## src/rtl/dcc_pkg.sv

```systemverilog
// Operation
// - Transition from previous and current clock-enable samples
// - Power-down entry and exit carry NOP or deselect
// - Self refresh held while enable low; exit NOP
// - Self refresh entry: REFRESH with falling enable, idle
// - After self refresh: NOPs, reads after 200
// - Falling enable: active or precharge power down
// - No power down during busy operations
// - Hold each enable level three registered edges
// - Power down skips refresh; keep it short
// - Enable stays high during driver calibration
// - No termination in self refresh; defined otherwise
// - Steady-high enable: only legal table commands
// - Chip select high ignores command inputs
// - NOP command leaves operations unaffected
// - Mode load: bank selects register, address value
// - Activate opens row until bank precharged
// - Read burst; address bit ten auto-precharges
// - Write burst; address bit ten auto-precharges
// - Additive latency delays internal column registration
// - Masked-high write bytes are left unchanged
// - Commands decoded from strobes at rising edge
package dcc_pkg;
	localparam int DCC_BA_W = 3;
	localparam int DCC_A_W = 14;
	localparam int DCC_COL_W = 10;
	localparam int DCC_DW = 16;
	localparam int DCC_DM_W = DCC_DW / 8;
	localparam int DCC_BANKS = 8;
	localparam int DCC_AP_BIT = 10;
	// Command code is {ras_n, cas_n, we_n} with chip select low
	localparam logic [2:0] DCC_CMD_MRS = 3'h0;
	localparam logic [2:0] DCC_CMD_REF = 3'h1;
	localparam logic [2:0] DCC_CMD_PRE = 3'h2;
	localparam logic [2:0] DCC_CMD_ACT = 3'h3;
	localparam logic [2:0] DCC_CMD_WR = 3'h4;
	localparam logic [2:0] DCC_CMD_RD = 3'h5;
	localparam logic [2:0] DCC_CMD_NOP = 3'h7;
	// Mode register selections and fields
	localparam logic [2:0] DCC_MR_MAIN = 3'h0;
	localparam logic [2:0] DCC_MR_EXT1 = 3'h1;
	localparam int DCC_AL_LSB = 3;
	localparam int DCC_AL_W = 3;
	localparam int DCC_ODT_BIT_LO = 2;
	localparam int DCC_ODT_BIT_HI = 6;
	// Timing in clocks, and the width of the delay counters
	localparam int DCC_CKE_MIN = 3;
	localparam int DCC_XSRD_CLK = 200;
	localparam int DCC_CNT_W = 8;
	// Controller register map (byte offsets) and fields
	localparam logic [7:0] DCC_REG_CMD = 8'h00;
	localparam logic [7:0] DCC_REG_CTRL = 8'h04;
	localparam logic [7:0] DCC_REG_WDATA = 8'h08;
	localparam logic [7:0] DCC_REG_STAT = 8'h0C;
	localparam logic [7:0] DCC_REG_RDATA = 8'h10;
	localparam int DCC_F_CODE = 0;
	localparam int DCC_F_BA = 4;
	localparam int DCC_F_ADDR = 8;
	localparam int DCC_F_CKE = 0;
	localparam int DCC_F_ODT = 1;
	localparam int DCC_F_ERR = 3;
	typedef enum logic [1:0] {DCC_ST_ON, DCC_ST_APD, DCC_ST_PPD, DCC_ST_SREF} dcc_pwr_e;
	typedef struct packed {
		logic v;
		logic wr;
		logic ap;
		logic [DCC_BA_W-1:0] ba;
		logic [DCC_COL_W-1:0] col;
	} dcc_col_s;
endpackage

```

## src/rtl/dcc_if.sv

```systemverilog
`timescale 1ns/100ps
// Command, address and data wires between controller and memory
interface dcc_if;
	import dcc_pkg::*;
	logic cke;
	logic cs_n;
	logic ras_n;
	logic cas_n;
	logic we_n;
	logic [DCC_BA_W-1:0] ba;
	logic [DCC_A_W-1:0] addr;
	logic odt;
	logic [DCC_DM_W-1:0] dm;
	logic [DCC_DW-1:0] wdata;
	logic [DCC_DW-1:0] rdata;
	logic rvalid;
	modport ctl (output cke, cs_n, ras_n, cas_n, we_n, ba, addr, odt, dm, wdata,
		input rdata, rvalid);
	modport mem (input cke, cs_n, ras_n, cas_n, we_n, ba, addr, odt, dm, wdata,
		output rdata, rvalid);
endinterface

```

## src/rtl/dcc_ctl.sv

```systemverilog
// Local design decisions: the strobed register port and the register offsets.
`timescale 1ns/100ps
// Controller end: register port in, paced command stream out
module dcc_ctl import dcc_pkg::*; #(
	parameter int BL = 4,
	parameter int AL = 0,
	parameter int T_MRD = 2,
	parameter int T_RP = 3,
	parameter int T_RFC = 20,
	parameter int T_XSNR = 30
) (
	input wire logic clk_sys,
	input wire logic sys_rst,
	dcc_if.ctl link,
	input wire logic [7:0] reg_addr,
	input wire logic [31:0] reg_wdata,
	input wire logic reg_wr,
	input wire logic reg_rd,
	output logic [31:0] reg_rdata
);
	// Delays are parameters because they follow the speed grade
	if (!(BL == 4 || BL == 8) || AL < 0 || AL > 6 || T_MRD < 1 || T_RP < 1
		|| T_RFC < 1 || T_XSNR < 1 || T_XSNR > 255 || T_RFC > 255) begin : g_bad_param
		$error("dcc_ctl: unsupported parameters");
	end

	localparam logic [DCC_CNT_W-1:0] CNT_MRD = DCC_CNT_W'(T_MRD);
	localparam logic [DCC_CNT_W-1:0] CNT_RP = DCC_CNT_W'(T_RP);
	localparam logic [DCC_CNT_W-1:0] CNT_RFC = DCC_CNT_W'(T_RFC);
	localparam logic [DCC_CNT_W-1:0] CNT_COL = DCC_CNT_W'(AL + BL + 2);
	localparam logic [DCC_CNT_W-1:0] CNT_COL_AP = DCC_CNT_W'(AL + BL + 2 + T_RP);
	localparam logic [DCC_CNT_W-1:0] CNT_XSNR = DCC_CNT_W'(T_XSNR);
	localparam logic [DCC_CNT_W-1:0] CNT_XSRD = DCC_CNT_W'(DCC_XSRD_CLK);
	localparam logic [1:0] HOLD_MIN = 2'(DCC_CKE_MIN);

	// Software-facing registers
	logic pend_reg;
	logic [2:0] code_reg;
	logic [DCC_BA_W-1:0] pba_reg;
	logic [DCC_A_W-1:0] paddr_reg;
	logic ctl_cke_reg;
	logic ctl_odt_reg;
	logic [DCC_DW-1:0] wdata_reg;
	logic [DCC_DM_W-1:0] wmask_reg;
	logic [DCC_DW-1:0] rcap_reg;
	logic rcap_new_reg;
	logic err_reg;
	logic [31:0] rdata_reg;
	// Sequencing state
	logic sref_reg;
	logic pd_reg;
	logic [1:0] hold_reg;
	logic [DCC_CNT_W-1:0] busy_reg;
	logic [DCC_CNT_W-1:0] xsnr_reg;
	logic [DCC_CNT_W-1:0] xsrd_reg;
	logic [DCC_BANKS-1:0] open_reg;
	// Pin registers
	logic cke_reg;
	logic cs_n_reg;
	logic [2:0] cmd_reg;
	logic [DCC_BA_W-1:0] ba_reg;
	logic [DCC_A_W-1:0] addr_reg;
	logic odt_reg;

	function automatic logic is_col(input logic [2:0] c);
		is_col = c == DCC_CMD_RD || c == DCC_CMD_WR;
	endfunction

	// Register port decode
	wire wr_cmd = reg_wr && reg_addr == DCC_REG_CMD;
	wire wr_ctrl = reg_wr && reg_addr == DCC_REG_CTRL;
	wire wr_wdata = reg_wr && reg_addr == DCC_REG_WDATA;
	wire wr_stat = reg_wr && reg_addr == DCC_REG_STAT;
	wire rd_rdata = reg_rd && reg_addr == DCC_REG_RDATA;

	// Pacing conditions
	wire all_idle = open_reg == '0;
	wire hold_ok = hold_reg == HOLD_MIN;
	wire quiet = busy_reg == '0;
	wire pend_ref = pend_reg && code_reg == DCC_CMD_REF;
	wire read_ok = xsrd_reg == '0;
	wire bank_up = open_reg[pba_reg];
	// Only table commands in legal bank states are sent
	wire illegal = ((code_reg == DCC_CMD_MRS || code_reg == DCC_CMD_REF) && !all_idle)
		|| (code_reg == DCC_CMD_ACT && bank_up)
		|| (is_col(code_reg) && !bank_up)
		|| !(code_reg <= DCC_CMD_RD || code_reg == DCC_CMD_NOP);
	// Enable falls only on request and never mid-operation
	wire want_fall = cke_reg && !ctl_cke_reg && hold_ok && quiet && (!pend_reg || pend_ref);
	wire sref_go = want_fall && pend_ref && all_idle;
	wire pd_go = want_fall && !pend_reg;
	wire want_rise = !cke_reg && ctl_cke_reg && hold_ok;
	// A refresh queued just before an enable-drop write becomes self refresh entry
	wire drop_now = wr_ctrl && !reg_wdata[DCC_F_CKE];
	wire try_issue = cke_reg && ctl_cke_reg && pend_reg && quiet && xsnr_reg == '0
		&& !(pend_ref && drop_now)
		&& !(code_reg == DCC_CMD_RD && !read_ok);
	wire issue = try_issue && !illegal;
	wire refuse = (try_issue && illegal) || (want_fall && pend_ref && !all_idle);
	wire pd_any = pd_reg || sref_reg;
	wire [31:0] stat_word = 32'({pd_any, sref_reg, err_reg, read_ok, cke_reg, pend_reg});

	// Busy time for the command just sent
	logic [DCC_CNT_W-1:0] busy_load;
	always_comb begin
		unique case (code_reg)
			DCC_CMD_MRS: busy_load = CNT_MRD;
			DCC_CMD_PRE: busy_load = CNT_RP;
			DCC_CMD_REF: busy_load = CNT_RFC;
			DCC_CMD_RD, DCC_CMD_WR:
				busy_load = paddr_reg[DCC_AP_BIT] ? CNT_COL_AP : CNT_COL;
			default: busy_load = '0;
		endcase
	end

	// Command and control registers; a command write while one waits is dropped
	always_ff @(posedge clk_sys or posedge sys_rst) begin
		if (sys_rst) begin
			pend_reg <= 1'b0;
			code_reg <= DCC_CMD_NOP;
			pba_reg <= '0;
			paddr_reg <= '0;
			ctl_cke_reg <= 1'b0;
			ctl_odt_reg <= 1'b0;
			wdata_reg <= '0;
			wmask_reg <= '0;
		end else begin
			if (issue || refuse)
				pend_reg <= 1'b0;
			else if (sref_go)
				pend_reg <= 1'b0;
			if (wr_cmd && !pend_reg) begin
				pend_reg <= 1'b1;
				code_reg <= reg_wdata[DCC_F_CODE +: 3];
				pba_reg <= reg_wdata[DCC_F_BA +: DCC_BA_W];
				paddr_reg <= reg_wdata[DCC_F_ADDR +: DCC_A_W];
			end
			if (wr_ctrl) begin
				ctl_cke_reg <= reg_wdata[DCC_F_CKE];
				ctl_odt_reg <= reg_wdata[DCC_F_ODT];
			end
			if (wr_wdata) begin
				wdata_reg <= reg_wdata[DCC_DW-1:0];
				wmask_reg <= reg_wdata[DCC_DW +: DCC_DM_W];
			end
		end
	end

	// Sticky flags: hardware set wins over software clear
	always_ff @(posedge clk_sys or posedge sys_rst) begin
		if (sys_rst) begin
			err_reg <= 1'b0;
			rcap_reg <= '0;
			rcap_new_reg <= 1'b0;
		end else begin
			err_reg <= refuse || (err_reg && !(wr_stat && reg_wdata[DCC_F_ERR]));
			rcap_new_reg <= link.rvalid || (rcap_new_reg && !rd_rdata);
			if (link.rvalid)
				rcap_reg <= link.rdata;
		end
	end

	// Read data stands in the cycle after the strobe only
	always_ff @(posedge clk_sys or posedge sys_rst) begin
		if (sys_rst)
			rdata_reg <= '0;
		else if (reg_rd) begin
			unique case (reg_addr)
				DCC_REG_CMD: rdata_reg <= 32'({paddr_reg, 1'b0, pba_reg, 1'b0, code_reg});
				DCC_REG_CTRL: rdata_reg <= 32'({ctl_odt_reg, ctl_cke_reg});
				DCC_REG_WDATA: rdata_reg <= 32'({wmask_reg, wdata_reg});
				DCC_REG_STAT: rdata_reg <= stat_word;
				DCC_REG_RDATA: rdata_reg <= 32'({rcap_new_reg, rcap_reg});
				default: rdata_reg <= '0;
			endcase
		end else
			rdata_reg <= '0;
	end

	// Enable hold counter and power-mode tracking
	always_ff @(posedge clk_sys or posedge sys_rst) begin
		if (sys_rst) begin
			hold_reg <= '0;
			sref_reg <= 1'b0;
			pd_reg <= 1'b0;
			xsnr_reg <= '0;
			xsrd_reg <= '0;
		end else begin
			if (sref_go || pd_go || want_rise)
				hold_reg <= '0;
			else if (!hold_ok)
				hold_reg <= hold_reg + 2'h1;
			if (sref_go)
				sref_reg <= 1'b1;
			if (pd_go)
				pd_reg <= 1'b1;
			if (want_rise) begin
				sref_reg <= 1'b0;
				pd_reg <= 1'b0;
			end
			// Self refresh exit opens the NOP and read-hold windows
			if (want_rise && sref_reg) begin
				xsnr_reg <= CNT_XSNR;
				xsrd_reg <= CNT_XSRD;
			end else begin
				if (xsnr_reg != '0)
					xsnr_reg <= xsnr_reg - 1'b1;
				if (xsrd_reg != '0)
					xsrd_reg <= xsrd_reg - 1'b1;
			end
		end
	end

	// Controller's view of open banks and operation time
	always_ff @(posedge clk_sys or posedge sys_rst) begin
		if (sys_rst) begin
			open_reg <= '0;
			busy_reg <= '0;
		end else begin
			if (issue) begin
				busy_reg <= busy_load;
				if (code_reg == DCC_CMD_ACT)
					open_reg[pba_reg] <= 1'b1;
				else if (code_reg == DCC_CMD_PRE && paddr_reg[DCC_AP_BIT])
					open_reg <= '0;
				else if (code_reg == DCC_CMD_PRE || (is_col(code_reg) && paddr_reg[DCC_AP_BIT]))
					open_reg[pba_reg] <= 1'b0;
			end else if (sref_go)
				busy_reg <= CNT_RFC;
			else if (busy_reg != '0)
				busy_reg <= busy_reg - 1'b1;
		end
	end

	// Pin drive: NOP unless a command goes; transitions carry NOP, except REFRESH at self refresh entry
	always_ff @(posedge clk_sys or posedge sys_rst) begin
		if (sys_rst) begin
			cke_reg <= 1'b0;
			cs_n_reg <= 1'b0;
			cmd_reg <= DCC_CMD_NOP;
			ba_reg <= '0;
			addr_reg <= '0;
			odt_reg <= 1'b0;
		end else begin
			cs_n_reg <= 1'b0;
			cmd_reg <= DCC_CMD_NOP;
			odt_reg <= ctl_odt_reg && !sref_reg;
			if (sref_go || pd_go)
				cke_reg <= 1'b0;
			else if (want_rise)
				cke_reg <= 1'b1;
			if (issue || sref_go) begin
				cmd_reg <= code_reg;
				ba_reg <= pba_reg;
				addr_reg <= paddr_reg;
			end
		end
	end

	assign link.cke = cke_reg;
	assign link.cs_n = cs_n_reg;
	assign link.ras_n = cmd_reg[2];
	assign link.cas_n = cmd_reg[1];
	assign link.we_n = cmd_reg[0];
	assign link.ba = ba_reg;
	assign link.addr = addr_reg;
	assign link.odt = odt_reg;
	assign link.dm = wmask_reg;
	assign link.wdata = wdata_reg;
	assign reg_rdata = rdata_reg;
endmodule // dcc_ctl

```

## src/flat_wrapper.sv

```systemverilog
// flat-port wrapper written by rule: the top's interface ports become plain ports
module dcc_ctl_flat import dcc_pkg::*;
#(
	parameter int BL = 4,
	parameter int AL = 0,
	parameter int T_MRD = 2,
	parameter int T_RP = 3,
	parameter int T_RFC = 20,
	parameter int T_XSNR = 30
)
  (clk_sys, sys_rst, reg_addr, reg_wdata, reg_wr, reg_rd, reg_rdata, link_cke, link_cs_n, link_ras_n, link_cas_n, link_we_n, link_ba, link_addr, link_odt, link_dm, link_wdata, link_rdata, link_rvalid);
  dcc_if link_i ();
  input wire logic clk_sys;
  input wire logic sys_rst;
  input wire logic [7:0] reg_addr;
  input wire logic [31:0] reg_wdata;
  input wire logic reg_wr;
  input wire logic reg_rd;
  output logic [31:0] reg_rdata;
  output wire logic [$bits(link_i.cke)-1:0] link_cke;
  output wire logic [$bits(link_i.cs_n)-1:0] link_cs_n;
  output wire logic [$bits(link_i.ras_n)-1:0] link_ras_n;
  output wire logic [$bits(link_i.cas_n)-1:0] link_cas_n;
  output wire logic [$bits(link_i.we_n)-1:0] link_we_n;
  output wire logic [$bits(link_i.ba)-1:0] link_ba;
  output wire logic [$bits(link_i.addr)-1:0] link_addr;
  output wire logic [$bits(link_i.odt)-1:0] link_odt;
  output wire logic [$bits(link_i.dm)-1:0] link_dm;
  output wire logic [$bits(link_i.wdata)-1:0] link_wdata;
  input wire logic [$bits(link_i.rdata)-1:0] link_rdata;
  input wire logic [$bits(link_i.rvalid)-1:0] link_rvalid;
  assign link_cke = link_i.cke;
  assign link_cs_n = link_i.cs_n;
  assign link_ras_n = link_i.ras_n;
  assign link_cas_n = link_i.cas_n;
  assign link_we_n = link_i.we_n;
  assign link_ba = link_i.ba;
  assign link_addr = link_i.addr;
  assign link_odt = link_i.odt;
  assign link_dm = link_i.dm;
  assign link_wdata = link_i.wdata;
  assign link_i.rdata = link_rdata;
  assign link_i.rvalid = link_rvalid;
  dcc_ctl #(.BL(BL), .AL(AL), .T_MRD(T_MRD), .T_RP(T_RP), .T_RFC(T_RFC), .T_XSNR(T_XSNR)) u_core (.clk_sys(clk_sys), .sys_rst(sys_rst), .link(link_i), .reg_addr(reg_addr), .reg_wdata(reg_wdata), .reg_wr(reg_wr), .reg_rd(reg_rd), .reg_rdata(reg_rdata));
endmodule
```

## config.mk

```make
export PLATFORM = sky130hd
export DESIGN_NAME = dcc_ctl_flat
export DESIGN_NICKNAME = d
export VERILOG_FILES = /design/src/rtl/dcc_pkg.sv /design/src/rtl/dcc_if.sv /design/src/rtl/dcc_ctl.sv /design/src/flat_wrapper.sv
export SDC_FILE = /design/constraint.sdc
export NUM_CORES = 1
export LEC_CHECK = 0
export BUFFER_PORTS_ARGS = -buffer_cell sky130_fd_sc_hd__buf_2
export CAP_MARGIN = 20
export CORE_MARGIN = 10
export CORE_UTILIZATION = 35
export DETAILED_ROUTE_END_ITERATION = 12
export HOLD_SLACK_MARGIN = 0.15
export PLACE_DENSITY = 0.66
export SETUP_SLACK_MARGIN = 0.3
export SYNTH_ARGS = -nofsm -noshare
export SYNTH_HDL_FRONTEND = slang
export SYNTH_SLANG_ARGS = --single-unit
```

## constraint.sdc

```tcl
create_clock -name clk_sys -period 5.3 [get_ports clk_sys]
set_input_delay 0.265 -clock clk_sys [delete_from_list [all_inputs] [get_ports clk_sys]]
set_output_delay 0.265 -clock clk_sys [all_outputs]
set_load 0.03 [all_outputs]
```

; Yosys cells after proc, flatten, opt, wreduce, memory -nomap -nowiden
; Index checks and enable logic that the tools add are counted.
[op_classes]
addsub = 4
order_cmp = 3
eq_ne = 12
n_mux = 30
bitwise = 3
n_reduce_logical = 88
[ops]
columns = operator, n
row1 = one-hot mux 22 bit (5 select lines), 1
row2 = 2-to-1 mux 8 bit, 10
row3 = logical NOT 8 bit, 5
row4 = logical AND 1 bit, 39
row5 = one-hot mux 8 bit (4 select lines), 1
row6 = nonzero test 8 bit, 3
row7 = subtractor 8 x 1 -> 8 bit (second input constant), 3
row8 = 2-to-1 mux 22 bit, 1
row9 = equality test 8 x 4 -> 1 bit (second input constant), 2
row10 = logical OR 1 bit, 16
row11 = logical NOT 1 bit, 14
row12 = 2-to-1 mux 1 bit, 11
row13 = nonzero test 2 bit, 5
row14 = equality test 3 bit (second input constant), 3
row15 = nonzero test 3 bit, 3
row16 = AND 8 bit, 1
row17 = equality test 8 x 3 -> 1 bit (second input constant), 1
row18 = equality test 8 x 5 -> 1 bit (second input constant), 1
row19 = inverter 8 bit, 1
row20 = bitwise OR 8 bit, 1
row21 = equality test 3 x 2 -> 1 bit (second input constant), 2
row22 = < comparator 3 x 4 -> 1 bit (second input constant), 1
row23 = 2-to-1 mux 2 bit, 2
row24 = 2-to-1 mux 4 bit, 1
row25 = other kinds (12), 12
[word_totals]
reg_bits = 139
inputBits = 61
out_inout_bits = 73
elab_cells = 164

; Longest topological paths before layout
; Gate-level depths: netlist of run 1.
[depth]
word_depth = 12
mapped_depth = 9
ltp_nobuf = 8

; Worst setup path after synthesis of run 1
; Ideal clock, no wire load.
[synth_timing]
kind = register to register
startpoint = register u_core.xsrd_reg[0]
endpoint = register u_core.addr_reg[10] (netlist: u_core.link.addr[10])
setup_ps = 125
t_arrival_ps = 2578
slack_ps = 2597
path_stages_with_launch = 10
path_buffers = 1
synth_period_minus_slack_ps = 2703
path_cell_list = dfrtp_1 > inv_1 > ha_1 > or3b_1 > nor3_4 > o2111ai_1 > or4_4 > and2b_4 > buf_6 > mux2_4
[synth_between]
elab_chain_len = 7
[synth_rtl]
columns = item, line
row1 = "start, declared", dcc_ctl.sv:55  ; logic [DCC_CNT_W-1:0] xsrd_reg;
row2 = "start signal, assigned", dcc_ctl.sv:209  ; xsrd_reg <= xsrd_reg - 1'b1;
row3 = logical NOT 8 bit, dcc_ctl.sv:81  ; wire read_ok = xsrd_reg == '0;
row4 = logical NOT 1 bit, dcc_ctl.sv:97  ; && !(code_reg == DCC_CMD_RD && !read_ok);
row5 = logical AND 1 bit, dcc_ctl.sv:97
row6 = logical NOT 1 bit, dcc_ctl.sv:97
row7 = logical AND 1 bit, dcc_ctl.sv:97
row8 = logical AND 1 bit, dcc_ctl.sv:98  ; wire issue = try_issue && !illegal;
row9 = logical OR 1 bit, dcc_ctl.sv:252  ; if (issue || sref_go) begin
row10 = "end signal, assigned", dcc_ctl.sv:255  ; addr_reg <= paddr_reg;
row11 = "end, declared", dcc_ctl.sv:62  ; logic [DCC_A_W-1:0] addr_reg;
; Every way passes these cells.
; A chain may end at the register's enable or synchronous reset.

; Worst setup path after layout of run 1
[layout_timing]
startpoint = register u_core.xsrd_reg[0]
endpoint = register u_core.addr_reg[8] (netlist: u_core.link.addr[8])
; Same word-level chain as after synthesis.

==> summary.md, run 1 <==
| Metric | Value |
|---|---|
| CTS clk-pin slew, worst paths | 0.06 ns |
| PortBufs | 112 |
| Vias per inst | 5.054 |
| Worst hold path depth | 3 |
| Post-synthesis cell area | 6460 µm² |
| Final hold vios | 0 |
| Initial drt markers | 354 |
| H-tree depth | 4 |
| Peak Freq | 324.1 MHz |
| Cts bufs inserted | 17 |
| Syn_area_per_cell | 11.45 µm² |
| Largest net degree at the start of global routing | 89 |
| WL per Instance | 17.64 µm |
| Max-Cap Viols | 0 |
| Count of cell types in the netlist | 57 |
| Fin Hold WS | 0.2435 ns |
| ANT cells | 0 |
| Std-Cell Rows | 49 |
| Post-Synth Simple-Gate Area | 0.1342 |
| Met1 usage | 0.1826 |
| Fin. max-slew vios | 0 |
| Total grt overflow | 0 |
| VDD IR max | 0.0001850 V |
| Setup crit end kind | register |
| CTS tree | done |
| Initial Util | 0.3572 |
| Register area | 3486 µm² |
| Synth Area in Adders | 0.01162 |
| Period utilization | 0.5822 |
| Cell leakage power | 0.003978 µW |
| Post-route ant nets | 0 |
| Vias in the first global route | 5116 |
| Multi-input gate area | 2750 µm² |
| Chip Width | 155.9 µm |
| Max stage delay on crit path | 0.56 ns |
| R2R cell count | 8 |
| Worst-path cell chain | inv_1 > ha_1 > or3b_1 > nor3_4 > o2111ai_1 > or4_4 > and2b_4 > mux2_4 |
| Fill cell count | 1659 |
| Most used DFF post-synth | dfrtp_1 |
| Post-synthesis compound-gate area fraction | 0.08406 |
| Top Usage Layer GRT | met2 |
| Ratio of cells with drive above 1 in the final layout | 0.3306 |
| Crit path DAT | 3.39 ns |
| Yosys top cell area share | 0.5152 |
| Run status | completed |
| Synth warn | 0 |
| Ys async rst share | 1.000 |
| Sequential fraction of the synthesis area | 0.5396 |
| Setup TNS | 0 ns |
| Hold Crit Class | in -> reg |
| Drt pass-1 iters | 5 |
| DR vias | 4811 |
| Final setup viols | 0 |
| CP max-delay cell | or4_4 |
| Crit Path Max Fanout | 21 |
| CP startpoint kind | register |
| M2 GR Usage | 0.2234 |
| Gr usage total | 0.1437 |
| Slew @ Worst Pin | 0.8655 ns |
| Relative slew slack | 0.4177 |
| Minimum clock period | 3.086 ns |
| Die footprint | 24290 µm² |
| RSZ-0062 raised after global routing | false |
| XOR/XNOR Fraction of Synth Area | 0.01220 |
| Io pins | 134 |
| Worst-Skew Late Latency | 0.42 ns |
| Final wirelength | 16.79 mm |
| Post-synth top area cell | dfrtp_1 |
| Gpl congestion | 0.8391 |
| Largest family of logic cells by synthesized area | multiplexers |
| CTS Root Cell | clkbuf_16 |
| Mux contribution to synthesized area | 0.1772 |
| Bufs on Longest Clock Path | 2 |
| Pre-CTS worst setup slack | 2.212 ns |
| GR Layer Usage met3 | 0.05928 |
| Synthesis-to-layout area growth | 26.59% |
| Net count, final | 777 |
| Core ar. | 18090 µm² |
| Detailed Place HPWL | 12.11 mm |
| Setup ws final | 2.214 ns |
| Die height | 155.9 µm |
| First-pass GRT wire length | 27.63 mm |
| Kind of critical path | reg -> reg |
| Residual DRC | 0 |
| Skew final | 0.007678 ns |
| Initial antenna violation count | 0 |
| Register bit total from synthesis | 139 |
| Post_cts resized | 0 |
| CTS Sinks | 139 |
| Mapped Cells | 564 |
| Largest register FFs | 22 |
| Leading post-synthesis cells by cell area | dfrtp_1 (52%), mux2_2 (10%), mux2i_1 (3.7%) |
| Post-synth EDFFs | 0 |
| Pwr per Cell Area | 377.4 nW/µm² |
| WP data required | 5.60 ns |
logic make-up after synthesis:
| family | after synthesis |
|---|---|
| AND/OR/NAND/NOR | 165 |
| flip-flops | 139 |
| adder cells (fa/ha/maj) | 6 |
| buffers and inverters | 54 |
| XOR/XNOR | 9 |
| multiplexers | 99 |
| other | 1 |
| AO/OA/AOI/OAI | 91 |
worst paths after layout:
check                                                       end  slack (ns)                            from
worst min-delay path              u_core.reg_rdata[7]$_DFF_PP0_        0.24                          reg_rd
worst max-delay path            u_core.link.addr[8]$_DFFE_PP0N_        2.21  u_core.xsrd_reg[0]$_DFFE_PP0P_
worst min register to register    u_core.rcap_new_reg$_DFF_PP0_        0.48   u_core.rcap_new_reg$_DFF_PP0_
worst max register to register  u_core.link.addr[8]$_DFFE_PP0N_        2.21  u_core.xsrd_reg[0]$_DFFE_PP0P_
min in group asynchronous        u_core.reg_rdata[19]$_DFF_PP0_        0.55                         sys_rst
max in group asynchronous        u_core.hold_reg[0]$_DFFE_PP0P_        3.56                         sys_rst
repair_timing:
| action | in CTS | in global routing |
|---|---|---|
| setup buffers | 0 | 0 |
| hold endpoints to repair | 136 | 0 |
| setup endpoints to repair | 0 | 0 |
| hold buffers | 39 | 0 |
power breakdown:
group | switching [µW] | total [µW] | internal, µW
Clock | 475 | 1220 | 749
Sequential | 124 | 1320 | 1200
Combinational | 290 | 540 | 251
critical path, delay by kind of cell, from the launching register on:
kind	cells	cell delay, ns
adder cells (fa/ha/maj)	1	0.16
buffers and inverters	1	0.09
AO/OA/AOI/OAI	1	0.26
flip-flops	1	0.37
AND/OR/NAND/NOR	4	1.73
multiplexers	1	0.34
synthesized netlist by cell type, types with 6 or more instances:
cell type	number
a21oi_1	29
nand2_1	23
and3_1	6
nor4_1	6
nor2b_1	8
ha_1	6
mux2_2	59
nand2b_1	6
inv_1	17
mux2_4	16
mux2i_1	24
buf_4	11
o21ai_0	29
nor3_1	10
clkbuf_1	18
dfrtp_1	133
xnor2_1	7
dfstp_2	6
nand3_1	14
or3_1	11
o31ai_1	7
nor2_1	54
cells in the final DEF (no fill, tap or decap), types with 4 or more instances in the layout:
master	Yosys	final
a21oi_1	29	29
or3_1	11	11
nor4_1	6	6
nor3_1	10	10
buf_2	2	112
o31ai_1	7	7
nand2_1	23	23
dfrtp_1	133	133
nor2_1	54	54
xnor2_1	7	7
dlygate4sd3_1	0	39
or2_1	4	4
dfstp_2	6	6
inv_6	0	6
inv_1	17	16
ha_1	6	6
nand3_1	14	14
mux2i_1	24	24
nand2b_1	6	6
conb_1	1	11
clkbuf_16	0	17
nor2b_1	8	8
and3_1	6	6
and2_1	5	5
o22ai_1	5	5
mux2_2	59	59
o21ai_0	29	29
mux2_4	16	16
layout make-up:
class | count | share of cell area
clock inverter | 15 | 0.02295
timing repair buffer | 154 | 0.1190
inverter | 17 | 0.008415
sequential | 139 | 0.4263
multi-input combinational | 381 | 0.3363
clock buffer | 17 | 0.05202
tap | 229 | 0.03504
through the flow:
step                      total power [µW]  cells  utilization  instance area (µm²)
after floorplan                       1724    574            -                 6497
after global placement                1841    881       0.3967                 7174
after detailed placement              1857    881       0.3967                 7174
after CTS                             3116    952       0.4522                 8178
after global routing                  3256    952       0.4522                 8178
final                                 3086    952       0.4522                 8178
per-layer routing:
layer,vias to the layer above,wire [µm]
met3,9,1441
met1,2374,7466
met2,157,7736
met5,-,0
met4,0,146
li1,2271,-
Note: power is estimated with default switching activity, not from simulation.
==> run 2: changes to the inputs <==
clock period = 3.25 ns   (was 5.3 ns; I/O delays follow)
==> summary.md, run 2 (synthesized netlist as in run 1, its figures left out) <==
| Metric | Value |
|---|---|
| Minimum clock period | 2.768 ns (was 3.086 ns) |
| Total grt overflow | 0 (unchanged) |
| Io pins | 134 (unchanged) |
| Synthesis-to-layout area growth | 28.88% (was 26.59%) |
| Crit path depth | 8 (unchanged) |
| Initial antenna violation count | 0 (unchanged) |
| Slew @ Worst Pin | 0.6339 ns (was 0.8655 ns) |
| H-tree depth | 4 (unchanged) |
| ANT cells | 0 (unchanged) |
| Cell leakage power | 0.004062 µW (was 0.003978 µW) |
| Detailed Place HPWL | 12.23 mm (was 12.11 mm) |
| Worst-path cell chain | inv_1 > ha_1 > or3b_4 > nor4_4 > o2111ai_2 > or4_4 > and2b_4 > mux2_4 (was inv_1 > ha_1 > or3b_1 > nor3_4 > o2111ai_1 > or4_4 > and2b_4 > mux2_4) |
| Period utilization | 0.8517 (was 0.5822) |
| R2R cell count | 8 (unchanged) |
| WL per Instance | 18.69 µm (was 17.64 µm) |
| RSZ-0062 raised after global routing | false (unchanged) |
| Die height | 155.9 µm (unchanged) |
| Setup crit end kind | register (unchanged) |
| CTS Root Cell | clkbuf_16 (unchanged) |
| CP startpoint kind | register (unchanged) |
| Dpl cell area | 7261 µm² (was 7174 µm²) |
| Run status | completed (unchanged) |
| Gpl congestion | 0.8491 (was 0.8391) |
| Vias per inst | 5.155 (was 5.054) |
| Bufs on Longest Clock Path | 2 (unchanged) |
| Max stage delay on crit path | 0.50 ns (was 0.56 ns) |
| Final wirelength | 18.07 mm (was 16.79 mm) |
| Max-Cap Viols | 0 (unchanged) |
| Largest delay contributor family on the critical path | simple AND/OR/NAND/NOR gates (unchanged) |
| Core ar. | 18090 µm² (unchanged) |
| CTS clk-pin slew, worst paths | 0.06 ns (about the same) |
| Clk pwr share | 0.395 (was 0.397) |
| Kind of critical path | reg -> reg (unchanged) |
| DR vias | 4985 (was 4811) |
| Die footprint | 24290 µm² (unchanged) |
| Residual DRC | 0 (unchanged) |
| Combinational Power Share | 0.180 (was 0.175) |
| Crit path DAT | 3.07 ns (was 3.39 ns) |
| Ratio of cells with drive above 1 in the final layout | 0.3428 (was 0.3306) |
| CP max-delay cell | or4_4 (unchanged) |
| Pwr per Cell Area | 609.2 nW/µm² (was 377.4 nW/µm²) |
| First-pass GRT wire length | 28.85 mm (was 27.63 mm) |
| Initial Util | 0.3572 (unchanged) |
| Fin. max-slew vios | 0 (unchanged) |
| Chip Width | 155.9 µm (unchanged) |
| Post-route cell area | 8325 µm² (was 8178 µm²) |
| PortBufs | 112 (unchanged) |
| Net Sw Frac | 0.2870 (was 0.2878) |
| Worst-Skew Late Latency | 0.42 ns (about the same) |
| Initial drt markers | 219 (was 354) |
| Final hold vios | 0 (unchanged) |
| Hold Crit Class | in -> reg (unchanged) |
| Final setup viols | 0 (unchanged) |
| Relative slew slack | 0.5735 (was 0.4177) |
| Sequential power share | 0.425 (was 0.428) |
| Largest register FFs | 22 (unchanged) |
| Power Internal | 3616 µW (was 2198 µW) |
| CTS tree | done (unchanged) |
| Setup TNS | 0 ns (unchanged) |
| Most frequent cells in the layout | dfrtp_1 (133), buf_2 (112), mux2_2 (59) (unchanged) |
| VDD IR max | 0.0004027 V (was 0.0001850 V) |
| Peak Freq | 361.3 MHz (was 324.1 MHz) |
| Post-route ant nets | 0 (unchanged) |
| CTS Sinks | 139 (unchanged) |
| Fin Hold WS | 0.1825 ns (was 0.2435 ns) |
| Worst hold path depth | 3 (unchanged) |
| Cts bufs inserted | 17 (unchanged) |
| Crit Path Max Fanout | 10 (was 21) |
| Net count, final | 792 (was 777) |
| Drt pass-1 iters | 4 (was 5) |
| Most common cell after layout, fill and taps aside | dfrtp_1 (unchanged) |
| Crit path buffers/inverters | 1 (unchanged) |
| Sw Pwr | 1456 µW (was 888.3 µW) |
| WP data required | 3.55 ns (was 5.60 ns) |
| Vias in the first global route | 5195 (was 5116) |
| Skew final | 0.01093 ns (was 0.007678 ns) |
| Std-Cell Rows | 49 (unchanged) |
| Largest net degree at the start of global routing | 121 (was 89) |
| Gr usage total | 0.1513 (was 0.1437) |
==> run 2: worst paths after layout <==
path                                                     to  slack [ns]                            from
max                        u_core.link.addr[13]$_DFFE_PP0N_        0.48  u_core.busy_reg[0]$_DFFE_PP0P_
min                          u_core.ctl_odt_reg$_DFFE_PP0N_        0.18                          reg_wr
max reg2reg                u_core.link.addr[13]$_DFFE_PP0N_        0.48  u_core.busy_reg[0]$_DFFE_PP0P_
min reg2reg                   u_core.rcap_new_reg$_DFF_PP0_        0.49   u_core.rcap_new_reg$_DFF_PP0_
max in group asynchronous         u_core.link.odt$_DFF_PP0_        1.97                         sys_rst
min in group asynchronous  u_core.paddr_reg[12]$_DFFE_PP0P_        0.32                         sys_rst
==> run 2: layout make-up <==
cell class,instances,area [µm²]
inverters,17,67.56
fillers,1630,9761
multi-input cells,383,2793
clock buffers,20,446.7
flip-flops and latches,139,3486
repair buffers,167,1086
well taps,229,286.5
clock inverters,12,160.2
==> run 2: per-stage QoR <==
step	cells	setup WS [ns]	total power, µW	utilization
finish	967	0.4821	5072	0.4603
global route	967	0.3302	5346	0.4603
CTS	967	0.3626	5102	0.4600
detailed placement	891	0.2083	3044	0.4015
global placement	891	0.2655	3018	0.4015
floorplan	574	0.5468	2811	-
==> run 2: worst register-to-register path: cells and delay by family (launching register included) <==
family | cells | cell delay, ns
adders and majority gates | 1 | 0.19
muxes | 1 | 0.31
AOI/OAI and AO/OA | 1 | 0.17
and+or+nand+nor | 4 | 1.47
DFF | 1 | 0.41
buffers and inverters | 1 | 0.09
==> run 2: what timing repair did <==
item / in CTS / in global routing
pin swaps: 2 / 1
hold buffers: 40 / 0
endpoints found under the setup margin: 17 / 21
gates cloned: 2 / 0
gates resized for setup: 7 / 2
buffers inserted: 2 / 0
endpoints found under the hold margin: 78 / 0
==> run 2: per-layer routing <==
metal  GRT usage  vias to the layer above  part of all wire
met3     0.05790                       19             0.083
li1            -                     2301                 -
met4     0.04586                        0             0.014
met2      0.2462                      166              0.49
met1      0.1821                     2499              0.41
met5           0                        -                 0
==> run 2: power groups by stage <==
stage               registers (µW)  clock network [µW]  logic (µW)
global route                  2190                2120        1040
detailed placement            2180                   0         867
floorplan                     2150                   0         663
finish                        2150                2000         913
global placement              2170                   0         846
CTS                           2150                2040         916
